==> src/rtl/dbw_pkg.sv <==
// Purpose : constants and types of the debug breakpoint and watch unit
// Assumes : eight threads, four units of each breakpoint kind
// Notes   : offsets are processor status register numbers
package dbw_pkg;
   localparam logic [7:0]  REG_SAVED_PC    = 8'h11;
   localparam logic [7:0]  REG_SAVED_SP    = 8'h12;
   localparam logic [7:0]  REG_RD_THREAD   = 8'h13;
   localparam logic [7:0]  REG_RD_INDEX    = 8'h14;
   localparam logic [7:0]  REG_CAUSE       = 8'h15;
   localparam logic [7:0]  REG_EVENT_DATA  = 8'h16;
   localparam logic [7:0]  REG_HALT_MASK   = 8'h18;
   localparam logic [7:0]  REG_SCRATCH     = 8'h20;
   localparam logic [7:0]  REG_IB_ADDR     = 8'h30;
   localparam logic [7:0]  REG_IB_CTRL     = 8'h40;
   localparam logic [7:0]  REG_DW_ADDR_A   = 8'h50;
   localparam logic [7:0]  REG_DW_ADDR_B   = 8'h60;
   localparam logic [7:0]  REG_DW_CTRL     = 8'h70;
   localparam logic [7:0]  REG_RW_MASK     = 8'h80;
   localparam logic [7:0]  REG_RW_VALUE    = 8'h90;
   localparam logic [7:0]  REG_RW_CTRL     = 8'h9c;
   localparam int          CTRL_EN_BIT     = 0;
   localparam int          CTRL_MODE_BIT   = 1;
   localparam int          CTRL_LOAD_BIT   = 2;
   localparam int          CTRL_TMASK_LSB  = 16;
   localparam int          CAUSE_IDX_LSB   = 16;
   localparam int          CAUSE_THR_LSB   = 8;
   localparam logic [2:0]  CAUSE_NONE      = 3'h0;
   localparam logic [2:0]  CAUSE_HOST      = 3'h1;
   localparam logic [2:0]  CAUSE_CALL      = 3'h2;
   localparam logic [2:0]  CAUSE_INSTR     = 3'h3;
   localparam logic [2:0]  CAUSE_DATA      = 3'h4;
   localparam logic [2:0]  CAUSE_RES       = 3'h5;
   localparam logic [31:0] WORD_RESET      = 32'h0;
   localparam logic [7:0]  BYTE_RESET      = 8'h0;

   typedef enum logic [1:0] {
      DBW_RUN   = 2'b01,
      DBW_DEBUG = 2'b10
   } dbw_mode_t;

   typedef struct packed {
      dbw_mode_t        mode;
      logic [31:0]      saved_pc;
      logic [31:0]      saved_sp;
      logic [7:0]       rd_thread;
      logic [4:0]       rd_index;
      logic [2:0]       cause;
      logic [1:0]       cause_idx;
      logic [7:0]       cause_thr;
      logic [31:0]      event_data;
      logic [7:0]       halt_mask;
      logic [7:0][31:0] scratch;
      logic [3:0][31:0] ib_addr;
      logic [3:0][1:0]  ib_ctrl;
      logic [3:0][7:0]  ib_tmask;
      logic [3:0][31:0] dw_addr_a;
      logic [3:0][31:0] dw_addr_b;
      logic [3:0][2:0]  dw_ctrl;
      logic [3:0][7:0]  dw_tmask;
      logic [3:0][31:0] rw_mask;
      logic [3:0][31:0] rw_value;
      logic [3:0][1:0]  rw_ctrl;
      logic [3:0][7:0]  rw_tmask;
      logic [31:0]      ps_rdata;
      logic [31:0]      cfg_rdata;
      logic             enter;
   } dbw_state_t;
endpackage : dbw_pkg

==> src/rtl/dbw_unit.sv <==
// Purpose : debug breakpoint and watch unit of a multithreaded tile
// Assumes : pipeline and debugger inputs synchronous to core_clk_i
// Notes   : status registers writable only while in debug mode, except scratch through the config port
`timescale 1ns/100ps
module dbw_unit
   import dbw_pkg::*;
#(
   parameter int NUM_THREADS = 8
) (
   input  wire logic        core_clk_i,
   input  wire logic        rst_i,
   // processor status register port
   input  wire logic [7:0]  ps_addr_i,
   input  wire logic        ps_rd_i,
   input  wire logic        ps_wr_i,
   input  wire logic [31:0] ps_wdata_i,
   output logic [31:0]      ps_rdata_o,
   // tile configuration scratch port
   input  wire logic [2:0]  cfg_idx_i,
   input  wire logic        cfg_rd_i,
   input  wire logic        cfg_wr_i,
   input  wire logic [31:0] cfg_wdata_i,
   output logic [31:0]      cfg_rdata_o,
   // debug event sources
   input  wire logic        host_req_i,
   input  wire logic        call_valid_i,
   input  wire logic [7:0]  call_thread_i,
   input  wire logic        instr_valid_i,
   input  wire logic [31:0] instr_pc_i,
   input  wire logic [7:0]  instr_thread_i,
   input  wire logic        mem_valid_i,
   input  wire logic        mem_load_i,
   input  wire logic [31:0] mem_addr_i,
   input  wire logic [7:0]  mem_thread_i,
   input  wire logic        res_valid_i,
   input  wire logic [31:0] res_id_i,
   input  wire logic [7:0]  res_thread_i,
   // context of the interrupted thread
   input  wire logic [31:0] saved_program_counter_i,
   input  wire logic [31:0] saved_stack_pointer_i,
   input  wire logic        debug_return_i,
   // to pipeline and scheduler
   output logic             debug_enter_o,
   output logic             debug_mode_o,
   output logic [7:0]       reg_read_thread_o,
   output logic [4:0]       reg_read_index_o,
   output logic [7:0]       thread_halt_o
);

   dbw_state_t st_ff;
   dbw_state_t nxt_st;

   logic [3:0] ib_hit;
   logic [3:0] dw_hit;
   logic [3:0] rw_hit;

   // ----------------------------------------------------------------
   // helpers
   // ----------------------------------------------------------------
   function automatic logic [1:0] lowest_idx(input logic [3:0] v);
      logic [1:0] r;
      r = 2'h0;
      for (int k = 3; k >= 0; k--) begin
         if (v[k]) begin
            r = 2'(k);
         end
      end
      return r;
   endfunction : lowest_idx

   function automatic logic thread_on(input logic [7:0] tmask, input logic [7:0] thr);
      logic r;
      r = 1'b0;
      if (thr < 8'(NUM_THREADS)) begin
         r = tmask[thr[2:0]];
      end
      return r;
   endfunction : thread_on

   // ----------------------------------------------------------------
   // match logic
   // ----------------------------------------------------------------
   for (genvar g = 0; g < 4; g++) begin : g_match
      logic pc_eq;
      logic cond_a;
      logic cond_b;
      logic dw_cond;
      logic rs_eq;
      assign pc_eq   = (instr_pc_i == st_ff.ib_addr[g]);
      assign ib_hit[g] = instr_valid_i && st_ff.ib_ctrl[g][CTRL_EN_BIT]
                         && thread_on(st_ff.ib_tmask[g], instr_thread_i)
                         && (st_ff.ib_ctrl[g][CTRL_MODE_BIT] ? !pc_eq : pc_eq);
      assign cond_a  = (mem_addr_i >= st_ff.dw_addr_a[g]);
      assign cond_b  = (mem_addr_i <= st_ff.dw_addr_b[g]);
      assign dw_cond = st_ff.dw_ctrl[g][CTRL_MODE_BIT] ? (cond_a || cond_b) : (cond_a && cond_b);
      assign dw_hit[g] = mem_valid_i && st_ff.dw_ctrl[g][CTRL_EN_BIT]
                         && (!mem_load_i || st_ff.dw_ctrl[g][CTRL_LOAD_BIT])
                         && thread_on(st_ff.dw_tmask[g], mem_thread_i)
                         && dw_cond;
      assign rs_eq   = ((res_id_i & st_ff.rw_mask[g]) == st_ff.rw_value[g]);
      assign rw_hit[g] = res_valid_i && st_ff.rw_ctrl[g][CTRL_EN_BIT]
                         && thread_on(st_ff.rw_tmask[g], res_thread_i)
                         && (st_ff.rw_ctrl[g][CTRL_MODE_BIT] ? !rs_eq : rs_eq);
   end

   // ----------------------------------------------------------------
   // next state
   // ----------------------------------------------------------------
   always_comb begin
      logic       ev;
      logic       dbg_wr;
      logic [1:0] sub;
      ev     = 1'b0;
      dbg_wr = 1'b0;
      sub    = ps_addr_i[1:0];
      nxt_st = st_ff;
      nxt_st.enter = 1'b0;
      dbg_wr = ps_wr_i && (st_ff.mode == DBW_DEBUG);

      // software writes first, entry capture overrides
      if (dbg_wr) begin
         case (ps_addr_i)
            REG_SAVED_PC:   nxt_st.saved_pc   = ps_wdata_i;
            REG_SAVED_SP:   nxt_st.saved_sp   = ps_wdata_i;
            REG_RD_THREAD:  nxt_st.rd_thread  = ps_wdata_i[7:0];
            REG_RD_INDEX:   nxt_st.rd_index   = ps_wdata_i[4:0];
            REG_CAUSE: begin
               nxt_st.cause     = ps_wdata_i[2:0];
               nxt_st.cause_thr = ps_wdata_i[CAUSE_THR_LSB +: 8];
               nxt_st.cause_idx = ps_wdata_i[CAUSE_IDX_LSB +: 2];
            end
            REG_EVENT_DATA: nxt_st.event_data = ps_wdata_i;
            REG_HALT_MASK:  nxt_st.halt_mask  = ps_wdata_i[7:0];
            default: begin
               case (ps_addr_i[7:2])
                  REG_IB_ADDR[7:2]:   nxt_st.ib_addr[sub]   = ps_wdata_i;
                  REG_IB_CTRL[7:2]: begin
                     nxt_st.ib_ctrl[sub]  = ps_wdata_i[1:0];
                     nxt_st.ib_tmask[sub] = ps_wdata_i[CTRL_TMASK_LSB +: 8];
                  end
                  REG_DW_ADDR_A[7:2]: nxt_st.dw_addr_a[sub] = ps_wdata_i;
                  REG_DW_ADDR_B[7:2]: nxt_st.dw_addr_b[sub] = ps_wdata_i;
                  REG_DW_CTRL[7:2]: begin
                     nxt_st.dw_ctrl[sub]  = ps_wdata_i[2:0];
                     nxt_st.dw_tmask[sub] = ps_wdata_i[CTRL_TMASK_LSB +: 8];
                  end
                  REG_RW_MASK[7:2]:   nxt_st.rw_mask[sub]   = ps_wdata_i;
                  REG_RW_VALUE[7:2]:  nxt_st.rw_value[sub]  = ps_wdata_i;
                  REG_RW_CTRL[7:2]: begin
                     nxt_st.rw_ctrl[sub]  = ps_wdata_i[1:0];
                     nxt_st.rw_tmask[sub] = ps_wdata_i[CTRL_TMASK_LSB +: 8];
                  end
                  default: begin
                     if (ps_addr_i[7:3] == REG_SCRATCH[7:3]) begin
                        nxt_st.scratch[ps_addr_i[2:0]] = ps_wdata_i;
                     end
                  end
               endcase
            end
         endcase
      end
      if (cfg_wr_i && !(dbg_wr && ps_addr_i[7:3] == REG_SCRATCH[7:3] && ps_addr_i[2:0] == cfg_idx_i)) begin
         nxt_st.scratch[cfg_idx_i] = cfg_wdata_i;
      end

      // debug entry, fixed cause priority
      case (st_ff.mode)
         DBW_RUN: begin
            ev = host_req_i || call_valid_i || (|ib_hit) || (|dw_hit) || (|rw_hit);
            if (ev) begin
               nxt_st.mode     = DBW_DEBUG;
               nxt_st.enter    = 1'b1;
               nxt_st.saved_pc = saved_program_counter_i;
               nxt_st.saved_sp = saved_stack_pointer_i;
               nxt_st.cause_idx = 2'h0;
               if (host_req_i) begin
                  nxt_st.cause     = CAUSE_HOST;
                  nxt_st.cause_thr = BYTE_RESET;
               end else if (call_valid_i) begin
                  nxt_st.cause     = CAUSE_CALL;
                  nxt_st.cause_thr = call_thread_i;
               end else if (|ib_hit) begin
                  nxt_st.cause     = CAUSE_INSTR;
                  nxt_st.cause_thr = instr_thread_i;
                  nxt_st.cause_idx = lowest_idx(ib_hit);
               end else if (|dw_hit) begin
                  nxt_st.cause      = CAUSE_DATA;
                  nxt_st.cause_thr  = mem_thread_i;
                  nxt_st.cause_idx  = lowest_idx(dw_hit);
                  nxt_st.event_data = mem_addr_i;
               end else begin
                  nxt_st.cause      = CAUSE_RES;
                  nxt_st.cause_thr  = res_thread_i;
                  nxt_st.cause_idx  = lowest_idx(rw_hit);
                  nxt_st.event_data = res_id_i;
               end
            end
         end
         DBW_DEBUG: begin
            if (debug_return_i) begin
               nxt_st.mode = DBW_RUN;
            end
         end
         default: begin
            nxt_st.mode = DBW_RUN;
         end
      endcase

      // registered read data
      nxt_st.ps_rdata = WORD_RESET;
      if (ps_rd_i) begin
         case (ps_addr_i)
            REG_SAVED_PC:   nxt_st.ps_rdata = st_ff.saved_pc;
            REG_SAVED_SP:   nxt_st.ps_rdata = st_ff.saved_sp;
            REG_RD_THREAD:  nxt_st.ps_rdata = {24'h0, st_ff.rd_thread};
            REG_RD_INDEX:   nxt_st.ps_rdata = {27'h0, st_ff.rd_index};
            REG_CAUSE:      nxt_st.ps_rdata = {14'h0, st_ff.cause_idx, st_ff.cause_thr, 5'h0, st_ff.cause};
            REG_EVENT_DATA: nxt_st.ps_rdata = st_ff.event_data;
            REG_HALT_MASK:  nxt_st.ps_rdata = {24'h0, st_ff.halt_mask};
            default: begin
               case (ps_addr_i[7:2])
                  REG_IB_ADDR[7:2]:   nxt_st.ps_rdata = st_ff.ib_addr[sub];
                  REG_IB_CTRL[7:2]:   nxt_st.ps_rdata = {8'h0, st_ff.ib_tmask[sub], 14'h0, st_ff.ib_ctrl[sub]};
                  REG_DW_ADDR_A[7:2]: nxt_st.ps_rdata = st_ff.dw_addr_a[sub];
                  REG_DW_ADDR_B[7:2]: nxt_st.ps_rdata = st_ff.dw_addr_b[sub];
                  REG_DW_CTRL[7:2]:   nxt_st.ps_rdata = {8'h0, st_ff.dw_tmask[sub], 13'h0, st_ff.dw_ctrl[sub]};
                  REG_RW_MASK[7:2]:   nxt_st.ps_rdata = st_ff.rw_mask[sub];
                  REG_RW_VALUE[7:2]:  nxt_st.ps_rdata = st_ff.rw_value[sub];
                  REG_RW_CTRL[7:2]:   nxt_st.ps_rdata = {8'h0, st_ff.rw_tmask[sub], 14'h0, st_ff.rw_ctrl[sub]};
                  default: begin
                     if (ps_addr_i[7:3] == REG_SCRATCH[7:3]) begin
                        nxt_st.ps_rdata = st_ff.scratch[ps_addr_i[2:0]];
                     end
                  end
               endcase
            end
         endcase
      end
      nxt_st.cfg_rdata = cfg_rd_i ? st_ff.scratch[cfg_idx_i] : WORD_RESET;
   end

   // ----------------------------------------------------------------
   // state register
   // ----------------------------------------------------------------
   always_ff @(posedge core_clk_i or posedge rst_i) begin
      if (rst_i) begin
         st_ff      <= '0;
         st_ff.mode <= DBW_RUN;
      end else begin
         st_ff <= nxt_st;
      end
   end

   assign ps_rdata_o        = st_ff.ps_rdata;
   assign cfg_rdata_o       = st_ff.cfg_rdata;
   assign debug_enter_o     = st_ff.enter;
   assign debug_mode_o      = (st_ff.mode == DBW_DEBUG);
   assign reg_read_thread_o = st_ff.rd_thread;
   assign reg_read_index_o  = st_ff.rd_index;
   assign thread_halt_o     = (st_ff.mode == DBW_RUN) ? st_ff.halt_mask : 8'h00;

endmodule : dbw_unit

==> config.mk <==
export PLATFORM = sky130hd
export DESIGN_NAME = dbw_unit
export DESIGN_NICKNAME = d
export VERILOG_FILES = /design/src/rtl/dbw_pkg.sv /design/src/rtl/dbw_unit.sv
export SDC_FILE = /design/constraint.sdc
export NUM_CORES = 2
export LEC_CHECK = 0
export ABC_AREA = 1
export BUFFER_PORTS_ARGS = -buffer_cell sky130_fd_sc_hd__buf_4
export CAP_MARGIN = 10
export CORE_MARGIN = 2
export CORE_UTILIZATION = 31
export DETAILED_ROUTE_END_ITERATION = 16
export SETUP_SLACK_MARGIN = 0.4
export SYNTH_ARGS = -nofsm -noshare
export SYNTH_HDL_FRONTEND = slang
export SYNTH_SLANG_ARGS = --single-unit
==> constraint.sdc <==
create_clock -name core_clk_i -period 49.3 [get_ports core_clk_i]
set_clock_uncertainty 0.1 [all_clocks]
set_input_delay 4.93 -clock core_clk_i [delete_from_list [all_inputs] [get_ports core_clk_i]]
set_output_delay 4.93 -clock core_clk_i [all_outputs]
set_load 0.03 [all_outputs]
==> impl_metrics.toml <==
[layout]
layout_commonest_cell = "nand2_1"
final_cells = 12000
num-fill-cells = 22900
area_growth_pct = 14.4
drive_above_1_share_pct = 9.55
final_cell_mix = "nand2_1 (2364), dfrtp_1 (1216), o21ai_0 (1159)"
nNetsFinal = 9413
fin_util_pct = 35.6

[sta]
max_freq_ghz = 0.112
period_share_pct = 18.0
final_max_slew_viol_count = 0
relSlewSlack_pct = 9.23
post-route-min-period_ns = 8.89
whs_ns = 0.382
rsz0062_at_grt = "false"
setup_ws_ns = 40.41
fin_tns_setup_ns = 0
worst_pin_slew_ns = 1.35
setup_violations = 0
finalHoldViolations = 0

[placement]
io_buffers = 366
pre_cts_slack_ns = 39.72
placed_cells = 11700
gp_congestion = 0.958
hpwlAfterDp_um = 210000

[critical_path]
cp-start-kind = "primary input"
crit_arrival_ns = 9.50
worstPathRequired_ns = 49.91
crit_fanout = 67
path_class = "primary input to flip-flop"
end_kind = "flip-flop"

[global_routing]
antenna_found_initial = 55
grt_overflow = 0
grt_max_degree = 140
grt_pass1_vias = 63200
grt_pass1_wl_um = 439000
grtUsageTotal_pct = 26.4

[floorplanning]
num_rows = 173
die_h_um = 476
die-area_um2 = 227000
design.core.area_um2 = 222000
io_pins = 367
chipWidth_um = 476
start_util_pct = 31.1

[detailed_routing]
final_antenna_net_count = 0
wire_per_inst_um = 25.6
avgViaCountPerCell = 5.58
vias = 67000
drtIter0Drc = 9214
drc = 0
drt-pass1-iter-count = 7
routed_wl_um = 307000

[worst_hold_path]
hold_path_class = "flip-flop to flip-flop"

[power_and_ir_drop]
switching_share_pct = 30.9
powerDensity_nw_per_um2 = 35.5
pwr-share-clk_pct = 40.9
ir_drop_uv = 38.7
seqPwrFrac_pct = 42.0
p_int_mw = 1.94
pwr-share-comb_pct = 17.2
power.leakage_nw = 34.9
p_sw_mw = 0.867

[outcome]
status = "complete, no violations"

[clock_tree]
clk_pin_slew_worst_paths_ns = 0.06
cts_hold_buffers = 0
cts_setup_buffers = 0
tritoncts = "done"
numCtsBuffers = 144
clk_path_buf_depth = 3
cts-root-buf = "clkbuf_16"
cts_htree_levels = 4
clock-sinks = 1217
cts-resized-gates = 0
clkLatencyLatePin_ns = 0.83

[job]
cap_violations = 0

[synthesis]
ys_ff_latch = 1217
netlist_area_um2 = 69100
synth_area_per_cell_um2 = 7.75
synth.yosys.warnings = 0
synth_flop_cell = "dfrtp_1"
syn_nets = 9447
synth_edf_count = 0
ys_seq_area_share_pct = 44.1
synth_cell_types = 55
async_reset_ff_share_pct = 100
synthCells = 8911
[kinds of logic (layout without fill, tap and decap cells)]
kind of cell             Yosys count  in the layout  share of synthesized area [%]
AND/OR/NAND/NOR                 3255           3255                           18.7
AO/OA/AOI/OAI                   2659           2659                           22.5
buffers and inverters           1333           1409                           7.70
flip-flops                      1217           1217                           44.1
adder cells (fa/ha/maj)          256            256                           4.64
XOR/XNOR                         190            190                           2.41
multiplexers                       1              1                         0.0145
other                              0             40                              0
[layer usage]
| layer | GRT usage [%] | wire length [um] | up-vias |
|---|---|---|---|
| li1 | - | - | 30000 |
| met5 | 0 | 128 | - |
| met4 | 18.6 | 23300 | 18 |
| met1 | 33.9 | 120000 | 32200 |
| met2 | 38.4 | 130000 | 3954 |
| met3 | 6.98 | 33000 | 811 |
[synth_stat cells, types with 27 or more instances]
cell / count / area, um2
buf_4: 77 / 578
nand4_1: 45 / 282
xnor2_1: 62 / 543
a21oi_1: 570 / 2850
o21ai_0: 1159 / 5800
nand2_1: 2395 / 8990
dfrtp_1: 1216 / 30400
inv_1: 632 / 2370
a22oi_1: 345 / 2590
nand3_1: 162 / 811
ha_1: 256 / 3200
a221oi_1: 36 / 315
nor3_1: 72 / 360
o21ai_1: 81 / 405
clkbuf_1: 548 / 2060
buf_1: 27 / 101
a211oi_1: 93 / 698
or2_2: 35 / 219
xor2_1: 128 / 1120
o221ai_1: 59 / 517
nor2_1: 505 / 1900
o22ai_1: 114 / 713
o211ai_1: 102 / 766
[power by group through the flow]
stage | Combinational [mW] | Clock [mW] | Sequential (mW)
floorplan | 0.313 | 0 | 1.17
global placement | 0.458 | 0 | 1.19
detailed placement | 0.468 | 0 | 1.19
CTS | 0.471 | 1.16 | 1.17
global route | 0.532 | 1.20 | 1.19
finish | 0.482 | 1.15 | 1.18
[layout make-up]
class | instances | area, um2 | area share (%)
multi-input combinational | 6361 | 33500 | 42.4
sequential | 1217 | 30500 | 38.6
clock buffer | 202 | 4230 | 5.35
timing repair buffer | 495 | 3770 | 4.77
tap | 2975 | 3720 | 4.71
inverter | 658 | 2490 | 3.15
clock inverter | 54 | 744 | 0.942
antenna | 40 | 100 | 0.127
[final timing paths]
check,depth (start not counted),slack (ns),endpoint,from
setup / recovery,20,40.41,st_ff[1216],mem_addr_i[27]
hold / removal,2,0.38,flip-flop,flip-flop
setup reg to reg,20,44.30,st_ff[1216],flip-flop
hold reg to reg,2,0.38,flip-flop,flip-flop
max in group asynchronous,6,40.60,async pin,rst_i
min in group asynchronous,2,4.13,async pin,rst_i
[worst max-delay path, stage by stage]
cell and delay [ns]:
buf_4 0.16, ha_1 0.31, nand2_1 0.07, nor2_1 0.22
nand2_1 0.10, nor4_1 0.62, nand2_1 0.12, nand2_1 0.10
nand2_1 0.05, nand2_1 0.05, nand2_1 0.06, nand2_1 0.07
nand2_1 0.10, nor2_4 0.11, buf_4 0.49, nand2_1 0.22
nand2_2 0.55, inv_2 0.66, nor2_1 0.33, inv_1 0.06
[metrics by stage]
stage	total power, mW	instance area [um2]
floorplan	1.49	69100
global placement	1.64	73900
detailed placement	1.66	73900
CTS	2.80	78900
global route	2.92	79000
finish	2.80	79000
No activity file was read; power rests on OpenSTA's default activity.
